<file path="src/verilog/scc_map.svh">
`ifndef SCC_MAP_SVH
`define SCC_MAP_SVH
// register byte offsets
`define SCC_CTRL1_OFS 12'h000
`define SCC_CTRL2_OFS 12'h004
`define SCC_STAT_OFS 12'h008
`define SCC_DATA_OFS 12'h00c
`define SCC_DIV_OFS 12'h010
// control one field positions
`define SCC_C1_ON 7
`define SCC_C1_NINE 6
`define SCC_C1_STOP 3
`define SCC_C1_BRK 2
`define SCC_C1_RX8 1
`define SCC_C1_TX8 0
// control two field positions
`define SCC_C2_TX_ENABLE_BIT 7
`define SCC_C2_RX_ENABLE_BIT 6
`define SCC_C2_BAUD_HIGH_SPEED_SEL 5
`define SCC_C2_ADDRESS_DETECT_EN 4
`define SCC_C2_WAKE 3
`define SCC_C2_RIE 2
`define SCC_C2_TX_IDLE_IRQ_EN 1
`define SCC_C2_TX_EMPTY_IRQ_EN 0
// status field positions
`define SCC_ST_OVERRUN_FLAG 4
`define SCC_ST_RIDLE 3
`define SCC_ST_RX_DATA_AVAIL_FLAG 2
`define SCC_ST_TX_IDLE_FLAG 1
`define SCC_ST_TX_EMPTY_FLAG 0
`define SCC_ST_IRQ 7
`define SCC_ST_WAKE 6
// reset values
`define SCC_CTRL_RST 8'h00
`define SCC_DIV_RST 8'h00
// timing counts
`define SCC_LOW_OVS 7'h40
`define SCC_HIGH_OVS 7'h10
`define SCC_BREAK_BITS 4'hd
`endif

</file>
<file path="src/verilog/scc_pkg.sv">
package scc_pkg;
  typedef enum logic [1:0] {scc_tx_idle, scc_tx_shift, scc_tx_break} scc_tx_state_t;
  typedef enum logic [1:0] {scc_rx_idle, scc_rx_start, scc_rx_data, scc_rx_stop} scc_rx_state_t;
endpackage

</file>
<file path="src/verilog/scc_tick_if.sv">
`timescale 1ns/1ps
interface scc_tick_if;
  logic run;
  logic high_speed;
  logic [7:0] divisor;
  logic os_tick;
  logic bit_tick;
  modport gen (input run, input high_speed, input divisor, output os_tick, output bit_tick);
  modport use_side (output run, output high_speed, output divisor, input os_tick, input bit_tick);
endinterface

</file>
<file path="src/verilog/scc_uart.sv">
`timescale 1ns/1ps
`include "scc_map.svh"
module scc_uart (
  input wire logic core_clk,
  input wire logic rst_n,
  input wire logic port_clk_on,
  input wire logic [11:0] paddr,
  input wire logic psel,
  input wire logic penable,
  input wire logic pwrite,
  input wire logic [31:0] pwdata,
  output logic [31:0] prdata,
  output logic pready,
  output logic pslverr,
  input wire logic rx_in,
  output logic rx_oe_n,
  output logic tx_out,
  output logic tx_oe_n,
  output logic irq,
  output logic wake_req
);
  logic [7:0] ctrl1;
  logic [7:0] serial_control_two;
  logic [7:0] baud_divisor_reg;
  logic tx_ninth_bit;
  logic rx_ninth_bit;
  logic [7:0] tx_hold;
  logic tx_full;
  logic [7:0] rx_data;
  logic rx_data_avail_flag, overrun_flag, tx_idle_flag, tx_empty_flag, irq_flag;
  logic rx_s, rx_d;
  logic tx_run, rx_run, port_on;
  logic wr, rd, data_wr, data_rd;
  scc_pkg::scc_tx_state_t tx_st;
  scc_pkg::scc_rx_state_t rx_st;
  logic [9:0] tx_sh;
  logic [3:0] tx_cnt;
  logic [3:0] rx_os;
  logic [3:0] rx_cnt;
  logic [8:0] rx_sh;
  logic rx_idle;
  logic rx_done;
  logic [8:0] rx_word;
  scc_tick_if tk ();

  assign port_on = ctrl1[`SCC_C1_ON];
  assign tx_run = port_on && serial_control_two[`SCC_C2_TX_ENABLE_BIT];
  assign rx_run = port_on && serial_control_two[`SCC_C2_RX_ENABLE_BIT];
  assign wr = psel && penable && pwrite;
  assign rd = psel && penable && !pwrite;
  assign data_wr = wr && paddr == `SCC_DATA_OFS;
  assign data_rd = rd && paddr == `SCC_DATA_OFS;

  assign tk.run = port_on;
  assign tk.high_speed = serial_control_two[`SCC_C2_BAUD_HIGH_SPEED_SEL];
  assign tk.divisor = baud_divisor_reg;
  scc_baud u_baud (.core_clk(core_clk), .rst_n(rst_n), .tk(tk));
  scc_sync u_rx_sync (.core_clk(core_clk), .rst_n(rst_n), .din(rx_in), .dout(rx_s));

  function automatic logic [7:0] fit8(input logic [31:0] v);
    fit8 = v[7:0];
  endfunction

  // apb: zero wait states, unmapped reads zero and flag an error
  always_ff @(posedge core_clk) begin
    if (!rst_n) begin
      pready <= 1'b0;
      pslverr <= 1'b0;
      prdata <= 32'h0000_0000;
    end else begin
      pready <= psel && !penable;
      pslverr <= 1'b0;
      if (psel && !penable) begin
        prdata <= 32'h0000_0000;
        case (paddr)
          `SCC_CTRL1_OFS: prdata <= {24'h000000, ctrl1[7:2], rx_ninth_bit, 1'b0};
          `SCC_CTRL2_OFS: prdata <= {24'h000000, serial_control_two};
          `SCC_STAT_OFS: prdata <= {24'h000000, irq_flag, wake_req, 1'b0, overrun_flag, rx_idle,
                                    rx_data_avail_flag, tx_idle_flag, tx_empty_flag};
          `SCC_DATA_OFS: prdata <= {24'h000000, rx_data};
          `SCC_DIV_OFS: prdata <= {24'h000000, baud_divisor_reg};
          default: pslverr <= 1'b1;
        endcase
      end
    end
  end
  // pready pulses in the access cycle; registers below take writes on that edge

  // control registers; port off clears enables and break but keeps config
  always_ff @(posedge core_clk) begin
    if (!rst_n) begin
      ctrl1 <= `SCC_CTRL_RST;
      serial_control_two <= `SCC_CTRL_RST;
      baud_divisor_reg <= `SCC_DIV_RST;
      tx_ninth_bit <= 1'b0;
    end else begin
      if (wr && pready && paddr == `SCC_CTRL1_OFS) begin
        ctrl1 <= {pwdata[7:2], 2'b00};
        tx_ninth_bit <= pwdata[`SCC_C1_TX8];
      end
      if (wr && pready && paddr == `SCC_CTRL2_OFS) serial_control_two <= fit8(pwdata);
      if (wr && pready && paddr == `SCC_DIV_OFS) baud_divisor_reg <= fit8(pwdata);
      if (!port_on) begin
        serial_control_two[`SCC_C2_TX_ENABLE_BIT] <= 1'b0;
        serial_control_two[`SCC_C2_RX_ENABLE_BIT] <= 1'b0;
        ctrl1[`SCC_C1_BRK] <= 1'b0;
      end
    end
  end

  // transmitter
  always_ff @(posedge core_clk) begin
    if (!rst_n || !tx_run) begin
      tx_st <= scc_pkg::scc_tx_idle;
      tx_full <= 1'b0;
      tx_hold <= 8'h00;
      tx_sh <= 10'h3ff;
      tx_cnt <= 4'h0;
      tx_out <= 1'b1;
      tx_oe_n <= 1'b1;
    end else begin
      tx_oe_n <= 1'b0;
      if (data_wr && pready) begin
        tx_hold <= fit8(pwdata);
        tx_full <= 1'b1;
      end
      case (tx_st)
        scc_pkg::scc_tx_idle: begin
          tx_out <= 1'b1;
          if (tk.bit_tick && tx_full) begin
            // frame after start: data, optional ninth, then stop_count_sel
            tx_sh <= {1'b1, tx_ninth_bit, tx_hold};
            tx_out <= 1'b0;
            // bits = 8 or 9 data plus 1 or 2 stop_count_sel
            // count runs out on the last stop, so no spare idle bit sits between frames
            tx_cnt <= 4'h8 + {3'h0, ctrl1[`SCC_C1_NINE]} + {3'h0, ctrl1[`SCC_C1_STOP]};
            if (!ctrl1[`SCC_C1_NINE]) tx_sh[8] <= 1'b1;
            tx_full <= data_wr && pready;
            tx_st <= scc_pkg::scc_tx_shift;
          end else if (tk.bit_tick && ctrl1[`SCC_C1_BRK]) begin
            tx_out <= 1'b0;
            tx_cnt <= `SCC_BREAK_BITS;
            tx_st <= scc_pkg::scc_tx_break;
          end
        end
        scc_pkg::scc_tx_shift: begin
          if (tk.bit_tick) begin
            tx_out <= tx_sh[0];
            tx_sh <= {1'b1, tx_sh[9:1]};
            tx_cnt <= tx_cnt - 4'h1;
            if (tx_cnt == 4'h0) begin
              tx_out <= 1'b1;
              tx_st <= scc_pkg::scc_tx_idle;
            end
          end
        end
        scc_pkg::scc_tx_break: begin
          // held low for at least 14 bit times and until the request is withdrawn
          if (tk.bit_tick && tx_cnt != 4'h0) tx_cnt <= tx_cnt - 4'h1;
          if (tk.bit_tick && tx_cnt == 4'h0 && !ctrl1[`SCC_C1_BRK]) begin
            tx_out <= 1'b1;
            tx_st <= scc_pkg::scc_tx_idle;
          end
        end
        default: tx_st <= scc_pkg::scc_tx_idle;
      endcase
    end
  end

  // empty and idle flags; a disabled transmitter reports both set
  always_ff @(posedge core_clk) begin
    if (!rst_n) begin
      tx_empty_flag <= 1'b1;
      tx_idle_flag <= 1'b1;
    end else begin
      tx_empty_flag <= !tx_full || !tx_run;
      tx_idle_flag <= !tx_run || (!tx_full && tx_st == scc_pkg::scc_tx_idle && !ctrl1[`SCC_C1_BRK]);
    end
  end

  // receiver, 16x oversampled, single stop bit
  assign rx_word = ctrl1[`SCC_C1_NINE] ? rx_sh : {1'b0, rx_sh[8:1]};
  always_ff @(posedge core_clk) begin
    if (!rst_n || !rx_run) begin
      rx_st <= scc_pkg::scc_rx_idle;
      rx_os <= 4'h0;
      rx_cnt <= 4'h0;
      rx_sh <= 9'h000;
      rx_d <= 1'b1;
      rx_done <= 1'b0;
      rx_oe_n <= 1'b1;
    end else begin
      rx_oe_n <= 1'b0;
      rx_done <= 1'b0;
      if (tk.os_tick) begin
        rx_d <= rx_s;
        rx_os <= rx_os + 4'h1;
        case (rx_st)
          scc_pkg::scc_rx_idle: if (rx_d && !rx_s) begin
            rx_os <= 4'h0;
            rx_st <= scc_pkg::scc_rx_start;
          end
          scc_pkg::scc_rx_start: if (rx_os == 4'h7) begin
            rx_os <= 4'h0;
            rx_cnt <= ctrl1[`SCC_C1_NINE] ? 4'h9 : 4'h8;
            rx_st <= rx_s ? scc_pkg::scc_rx_idle : scc_pkg::scc_rx_data;
          end
          scc_pkg::scc_rx_data: if (rx_os == 4'hf) begin
            rx_sh <= {rx_s, rx_sh[8:1]};
            rx_cnt <= rx_cnt - 4'h1;
            if (rx_cnt == 4'h1) rx_st <= scc_pkg::scc_rx_stop;
          end
          scc_pkg::scc_rx_stop: if (rx_os == 4'hf) begin
            rx_done <= 1'b1;
            rx_st <= scc_pkg::scc_rx_idle;
          end
          default: rx_st <= scc_pkg::scc_rx_idle;
        endcase
      end
    end
  end
  assign rx_idle = (rx_st == scc_pkg::scc_rx_idle);

  // receive buffer, flags; hardware set wins over the clearing read
  always_ff @(posedge core_clk) begin
    if (!rst_n || !rx_run) begin
      rx_data <= 8'h00;
      rx_ninth_bit <= 1'b0;
      rx_data_avail_flag <= 1'b0;
      overrun_flag <= 1'b0;
    end else begin
      if (data_rd && pready) begin
        rx_data_avail_flag <= 1'b0;
        overrun_flag <= 1'b0;
      end
      // address bit is the top data bit of the frame
      if (rx_done && (!serial_control_two[`SCC_C2_ADDRESS_DETECT_EN] || (ctrl1[`SCC_C1_NINE] ? rx_word[8] : rx_word[7]))) begin
        if (rx_data_avail_flag && !(data_rd && pready)) begin
          overrun_flag <= 1'b1;
        end else begin
          rx_data <= rx_word[7:0];
          rx_ninth_bit <= rx_word[8];
          rx_data_avail_flag <= 1'b1;
        end
      end
    end
  end

  // port interrupt request: rises when an enabled flag sets or on wake_req; the flag part is cleared by status read
  logic tx_idle_q, tx_empty_q, rxf_q, ovr_q, irq_set;
  assign irq_set = (serial_control_two[`SCC_C2_RIE] && ((rx_data_avail_flag && !rxf_q)
                    || (overrun_flag && !ovr_q)))
                || (serial_control_two[`SCC_C2_TX_IDLE_IRQ_EN] && tx_idle_flag && !tx_idle_q)
                || (serial_control_two[`SCC_C2_TX_EMPTY_IRQ_EN] && tx_empty_flag && !tx_empty_q);
  always_ff @(posedge core_clk) begin
    if (!rst_n) begin
      tx_idle_q <= 1'b1;
      tx_empty_q <= 1'b1;
      rxf_q <= 1'b0;
      ovr_q <= 1'b0;
      irq_flag <= 1'b0;
      irq <= 1'b0;
    end else begin
      tx_idle_q <= tx_idle_flag;
      tx_empty_q <= tx_empty_flag;
      rxf_q <= rx_data_avail_flag;
      ovr_q <= overrun_flag;
      if (irq_set) irq_flag <= 1'b1;
      else if (rd && pready && paddr == `SCC_STAT_OFS) irq_flag <= 1'b0;
      irq <= irq_flag || wake_req;
    end
  end

  // own edge detector: rx_d only moves while the receiver runs, which would make wake level-sensitive
  logic rx_prev;
  always_ff @(posedge core_clk) begin
    if (!rst_n) rx_prev <= 1'b1;
    else rx_prev <= rx_s;
  end

  // wake request only while the port clock is stopped
  always_ff @(posedge core_clk) begin
    if (!rst_n) begin
      wake_req <= 1'b0;
    end else if (!port_clk_on && serial_control_two[`SCC_C2_WAKE] && rx_prev && !rx_s) begin
      wake_req <= 1'b1;
    end else if (port_clk_on) begin
      wake_req <= 1'b0;
    end
  end
endmodule

</file>
<file path="src/verilog/scc_baud.sv">
`timescale 1ns/1ps
// os_tick: 16 per bit period; bit_tick: once per bit period
module scc_baud (
  input wire logic core_clk,
  input wire logic rst_n,
  scc_tick_if.gen tk
);
  logic [7:0] pre;
  logic [1:0] slow;
  logic [3:0] ovs;
  logic pre_end;
  assign pre_end = (pre == tk.divisor);
  always_ff @(posedge core_clk) begin
    if (!rst_n || !tk.run) begin
      pre <= 8'h00;
      slow <= 2'h0;
      ovs <= 4'h0;
      tk.os_tick <= 1'b0;
      tk.bit_tick <= 1'b0;
    end else begin
      tk.os_tick <= 1'b0;
      tk.bit_tick <= 1'b0;
      if (pre_end) begin
        pre <= 8'h00;
        slow <= slow + 2'h1;
        // low speed divides a further four: 64 vs 16 clocks per unit
        if (tk.high_speed || slow == 2'h3) begin
          tk.os_tick <= 1'b1;
          ovs <= ovs + 4'h1;
          tk.bit_tick <= (ovs == 4'hf);
        end
      end else begin
        pre <= pre + 8'h01;
      end
    end
  end
endmodule

</file>
<file path="src/verilog/scc_sync.sv">
`timescale 1ns/1ps
module scc_sync (
  input wire logic core_clk,
  input wire logic rst_n,
  input wire logic din,
  output logic dout
);
  logic meta;
  always_ff @(posedge core_clk) begin
    if (!rst_n) begin
      meta <= 1'b1;
      dout <= 1'b1;
    end else begin
      meta <= din;
      dout <= meta;
    end
  end
endmodule

</file>
<file path="config.mk">
export PLATFORM = sky130hd
export DESIGN_NAME = scc_uart
export DESIGN_NICKNAME = d
export VERILOG_FILES = /design/src/verilog/scc_pkg.sv /design/src/verilog/scc_tick_if.sv /design/src/verilog/scc_uart.sv /design/src/verilog/scc_baud.sv /design/src/verilog/scc_sync.sv
export VERILOG_INCLUDE_DIRS = /design/src /design/src/verilog
export SDC_FILE = /design/constraint.sdc
export NUM_CORES = 1
export LEC_CHECK = 0
export BUFFER_PORTS_ARGS = -buffer_cell sky130_fd_sc_hd__buf_2
export CAP_MARGIN = 20
export CORE_MARGIN = 2
export CORE_UTILIZATION = 55
export CTS_BUF_LIST = sky130_fd_sc_hd__clkbuf_16
export CTS_CLUSTER_SIZE = 30
export DETAILED_ROUTE_END_ITERATION = 8
export GPL_TIMING_DRIVEN = 0
export PLACE_DENSITY = 0.78
export SYNTH_ARGS = -nofsm -noshare
export SYNTH_HDL_FRONTEND = slang
export SYNTH_SLANG_ARGS = --single-unit
</file>
<file path="constraint.sdc">
create_clock -name core_clk -period 2.34 [get_ports core_clk]
set_clock_uncertainty 0.1 [all_clocks]
set_input_delay 0.234 -clock core_clk [delete_from_list [all_inputs] [get_ports core_clk]]
set_output_delay 0.234 -clock core_clk [all_outputs]
set_load 0.005 [all_outputs]
</file>
After elaboration in Yosys (flattened, before gate mapping)
Index checks and enable logic that the tools add are counted.
{"block": "op_classes", "n_addsub": 8, "eq_ne": 26, "mux": 56, "n_bitwise": 5, "reduce_logical": 89}
{"cell": "$pmux W8 S5", "count": 1}
{"cell": "$logic_and A1 B1 Y1", "count": 36}
{"cell": "$mux W4", "count": 8}
{"cell": "$mux W1", "count": 26}
{"cell": "$eq A12 B4 Y1 const B", "count": 2}
{"cell": "$mux W2", "count": 11}
{"cell": "$mux W10", "count": 2}
{"cell": "$pmux W10 S2", "count": 1}
{"cell": "$logic_not A1 Y1", "count": 16}
{"cell": "$ne A2 B2 Y1 const B", "count": 8}
{"cell": "$pmux W4 S2", "count": 2}
{"cell": "$eq A12 B3 Y1 const B", "count": 1}
{"cell": "$eq A12 B5 Y1 const B", "count": 1}
{"cell": "$logic_not A12 Y1", "count": 1}
{"cell": "$pmux W4 S3", "count": 1}
{"cell": "$reduce_and A4 Y1", "count": 3}
{"cell": "$logic_or A1 B1 Y1", "count": 11}
{"cell": "$mux W9", "count": 1}
{"cell": "$reduce_and A3 Y1", "count": 3}
{"cell": "$add A4 B1 Y4 const B", "count": 2}
{"cell": "$add A8 B1 Y8 const B", "count": 1}
{"cell": "$eq A2 B2 Y1 const B", "count": 4}
{"cell": "$eq A4 B4 Y1 const B", "count": 2}
{"cell": "$eq A8 B8 Y1", "count": 1}
{"cell": "other kinds (23)", "count": 39}
{"block": "word_totals", "register_bits": 145, "output_inout_bits": 39, "word_cells": 228}

Logic depth before layout (Yosys ltp)
{"block": "logic_depth", "ltp_word": 8, "mapped_depth": 7}

Hierarchy
From an unflattened synthesis, not the netlist that was laid out.
{"block": "unflattened", "cells_unflattened": 681, "area_unflattened_um2": 5952.0}
{"mod": "scc_uart", "n_inst": 1, "cells_each": 595, "area_each_um2": 5136.2}
{"mod": "scc_baud", "n_inst": 1, "cells_each": 82, "area_each_um2": 763.2}
{"mod": "scc_sync", "n_inst": 1, "cells_each": 4, "area_each_um2": 52.6}

Least setup slack after synthesis
No wires, ideal clock.
{"block": "synth_path", "kind": "reg2reg", "start": "reg tx_st[0]", "end": "reg tx_cnt[2]", "setup_ns": 0.117, "arrival_ns": 1.849, "required_ns": 2.123, "path_slack_ns": 0.273, "stages_incl_launch_ff": 7, "n_path_buf": 0, "synth_period_minus_slack_ns": 2.067, "path_cell_list": "dfxtp_1 -> inv_1 -> ha_1 -> o21ba_2 -> a2111oi_2 -> o21ai_0 -> a32o_1"}
{"block": "synth_via", "elab_chain_cells": 3}
{"item": "start: declaration", "line": "scc_uart.sv:34", "source": "scc_pkg::scc_tx_state_t tx_st;"}
{"item": "start signal: assignment", "line": "scc_uart.sv:114", "source": "tx_st <= scc_pkg::scc_tx_idle;"}
{"item": "start signal: assignment", "line": "scc_uart.sv:139", "source": "tx_st <= scc_pkg::scc_tx_shift;"}
{"item": "start signal: assignment", "line": "scc_uart.sv:143", "source": "tx_st <= scc_pkg::scc_tx_break;"}
{"item": "$eq A2 B2 Y1 (tied with other cells)", "line": "scc_uart.sv:127", "source": "case (tx_st)"}
{"item": "$ne A2 B2 Y1 (no source line) (tied with other cells)"}
{"item": "$reduce_and A4 Y1 (no source line)"}
{"item": "end signal: assignment", "line": "scc_uart.sv:136", "source": "tx_cnt <= 4'h8 + {3'h0, ctrl1[`SCC_C1_NINE]} + {3'h0, ctrl1[`SCC_C1_STOP]};"}
{"item": "end signal: assignment", "line": "scc_uart.sv:142", "source": "tx_cnt <= `SCC_BREAK_BITS;"}
{"item": "end signal: assignment", "line": "scc_uart.sv:150", "source": "tx_cnt <= tx_cnt - 4'h1;"}
{"item": "end: declaration", "line": "scc_uart.sv:37", "source": "logic [3:0] tx_cnt;"}
Several ways; a longest one is shown, not always the timed one.
A chain may end at the register's enable or synchronous reset.

Worst setup path after layout
{"block": "layout_path", "start": "reg pready", "end": "reg serial_control_two[1]"}
{"block": "layout_via", "elab_chain_cells": 2}
{"item": "start: declaration", "line": "scc_uart.sv:13", "source": "output logic pready,"}
{"item": "start signal: assignment", "line": "scc_uart.sv:71", "source": "pready <= psel && !penable;"}
{"item": "$logic_and A1 B1 Y1", "line": "scc_uart.sv:101", "source": "if (wr && pready && paddr == `SCC_CTRL2_OFS) serial_control_two <= fit8(pwdata);"}
{"item": "$logic_and A1 B1 Y1 (no source line)"}
{"item": "end signal: assignment", "line": "scc_uart.sv:93", "source": "serial_control_two <= `SCC_CTRL_RST;"}
{"item": "end signal: assignment", "line": "scc_uart.sv:101"}
{"item": "end: declaration", "line": "scc_uart.sv:23", "source": "logic [7:0] serial_control_two;"}
Every way passes these cells.

==> flow_summary.json <==
{
  "dr.pass1.iters": 5,
  "synth-edff-count": 0,
  "cts.sinks": 120,
  "postLayoutCoreUtil": 0.6644,
  "yosys.area.top_type": "dfxtp_1",
  "rows": 37,
  "htreeDepth": 4,
  "setup_ws_ns": 0.1830,
  "die_w_um": 106.7,
  "cp_slowest_cell": "nor4_2",
  "grt_max_degree": 17,
  "ys_ff_latch": 120,
  "yosysWarningCount": 0,
  "crit_chain": "nand4_1 -> clkbuf_1 -> nor4_2 -> buf_2 -> nand3_1 -> a21boi_0",
  "drive_gt1_frac": 0.1656,
  "dpl.cell_count": 857,
  "drt_iter0_markers": 423,
  "grt_overflow_total": 0,
  "max_freq_mhz": 463.6,
  "dp_hpwl_um": 10270,
  "critPathLaunchType": "flip-flop",
  "wl_per_cell_um": 16.24,
  "place_ws_ns": -0.05746,
  "r2r_setup_slack_ns": 0.18,
  "fill_cells": 840,
  "diodes": 0,
  "ys_seq_area_frac": 0.4140,
  "r2r-start": "pready",
  "via_per_inst": 5.797,
  "drv_slew": 0,
  "final_cells": 891,
  "grt_pass1_wl_um": 24210,
  "p_total_uw": 4652,
  "vias": 5165,
  "fin_crit_sh": 0.9218,
  "synth_area_per_cell_um2": 8.793,
  "synth.most_common_cell": "dfxtp_1",
  "postCtsSetupBuffers": 0,
  "whs_endpoint": "serial_control_two[7]",
  "outcome": "completed",
  "postRouteAntennaNets": 0,
  "tns_ns": 0,
  "clk_latency_ns": 0.41,
  "grt_pass1_vias": 4998,
  "nets": 805,
  "antenna_found_initial": 0,
  "gp_congestion": 0.9635,
  "power.density_nw_per_um2": 681.3,
  "crit_buf_inv": 2,
  "synthTopCellsByArea": "dfxtp_1 41%, mux2i_1 5.3%, o21ai_0 4.5%, nand2_1 3.9%, buf_4 3.1%",
  "cts_tree": "built",
  "coreArea_um2": 10280,
  "cts_buffers": 17,
  "die_h_um": 106.7,
  "cts_buffer_depth": 2,
  "synth_ff_type": "dfxtp_1",
  "remaining_drc_errors": 0,
  "peakVddDrop_mv": 0.6148,
  "path_class": "reg -> reg",
  "root_buffer": "clkbuf_16",
  "track_usage": 0.2670,
  "syn_to_final_growth_pct": 17.66,
  "critPathCaptureType": "flip-flop",
  "period_needed_ns": 2.157,
  "critPathMaxFanout": 10,
  "r2r_end": "serial_control_two[1]",
  "hold_path_depth": 3,
  "ys_async_sr_fraction": 0,
  "reg2regPathDepth": 6,
  "start_util": 0.5646,
  "crit_required_ns": 2.57,
  "ios": 90,
  "hold_viol_final": 0,
  "largestRegisters": "rx_sh x9, tx_sh x9",
  "synth_area_um2": 5803,
  "p_leak_uw": 0.002720,
  "netlist_instances": 660,
  "synth_top_cell_area_share": 0.4140,
  "synth_commonest_cells": "120 x dfxtp_1, 61 x nand2_1, 52 x o21ai_0",
  "drt-total-wl_um": 14470,
  "slew_headroom": 0.5190,
  "die-area_um2": 11390,
  "cp.arrival_ns": 2.39,
  "crit_path_max_incr_delay_ns": 0.64,
  "ys_types": 65,
  "crit_family": "simple AND/OR/NAND/NOR gates",
  "tightest_slew_ns": 0.7160,
  "hp-start": "pwdata[7]",
  "portBuffers": 38,
  "cap_violations": 0,
  "hp-class": "in -> reg",
  "rsz0062_at_grt": "no",
  "finalSetupViolations": 0,
  "clk_pin_slew_worst_paths_ns": 0.05
}
cell families after synthesis:
| group | after synthesis | synth area share |
|---|---|---|
| simple gates | 214 | 0.1925 |
| compound gates | 163 | 0.1802 |
| flops | 120 | 0.4140 |
| buf+inv | 85 | 0.07266 |
| mux | 48 | 0.08840 |
| xor+xnor | 17 | 0.02566 |
| fa+ha+maj | 12 | 0.02587 |
| other cells | 1 | 0.0006462 |
what timing repair did:
action                                  CTS  global route
hold endpoints to repair                  2             0
hold buffers                              2             0
cloned                                    0             0
gates resized for setup                   1             2
endpoints found under the setup margin    2             8
area by class of cell:
type	count	area [um2]	area share
flip-flops and latches	120	2402	0.3518
inverters	21	78.83	0.01154
clock inverters	15	118.9	0.01741
multi-input cells	478	3078	0.4508
clock buffers	17	425.4	0.06231
well taps	136	170.2	0.02492
repair buffers	40	210.2	0.03079
plain buffers	64	344.1	0.05039
power breakdown:
part / total, uW / internal (uW) / switching [uW]
clock network: 2420 / 1530 / 895
logic: 171 / 77.6 / 93.8
registers: 2060 / 2050 / 5.71
total: 4650 / 3660 / 994
worst min-delay path: cells and delay by family:
kind	cells	cell delay, ns
AOI/OAI and AO/OA	1	0.06
buffers and inverters	1	0.13
and+or+nand+nor	1	0.07
metrics by stage:
| step | area (um2) | hold slack, ns |
|---|---|---|
| floorplan | 5889 | 0.2101 |
| global placement | 6250 | 0.2973 |
| detailed placement | 6250 | 0.2988 |
| CTS | 6827 | 0.02334 |
| global route | 6828 | 0.03388 |
| finish | 6828 | 0.03241 |
worst max-delay path by stage:
stage               cells past startpoint  startpoint                    end
floorplan                               6    tx_st[0]              tx_cnt[2]
global placement                        6    tx_st[0]              tx_cnt[2]
detailed placement                      6    tx_st[0]              tx_cnt[2]
CTS                                     6    tx_st[1]               tx_sh[3]
global route                            6      pready  serial_control_two[1]
finish                                  6      pready  serial_control_two[1]
routing by layer:
metal  vias up  share of wire  global-route usage
met2       193           0.48              0.4236
met3        37          0.063             0.06261
met1      2448           0.43              0.3445
met4         0          0.025              0.1243
met5         -              0                   0
li1       2487              -                   -
layout by cell type (no fill, tap or decap), types with 4 or more instances in the layout:
cell type  count
a21boi_0      18
xnor2_1       11
nand2_1       61
and2_1         4
dfxtp_1      120
clkbuf_1      33
a22o_1         7
clkinv_2       8
mux2i_1       31
ha_1          12
nor2_1        39
xor2_1         6
buf_4         24
o211ai_1      10
nand2b_1      11
nand4_1       12
a21oi_1       35
or3_1          4
clkbuf_16     17
buf_2         42
nor3_1         4
conb_1        24
nor2b_1        4
inv_1         22
or4_1          4
o21ai_0       52
nand3_1       34
mux2_2        16
a31oi_1        4
nor3b_1        4
a221oi_1       6
and3_1         7
clkinv_1       4
No activity file was read; power rests on OpenSTA's default activity.
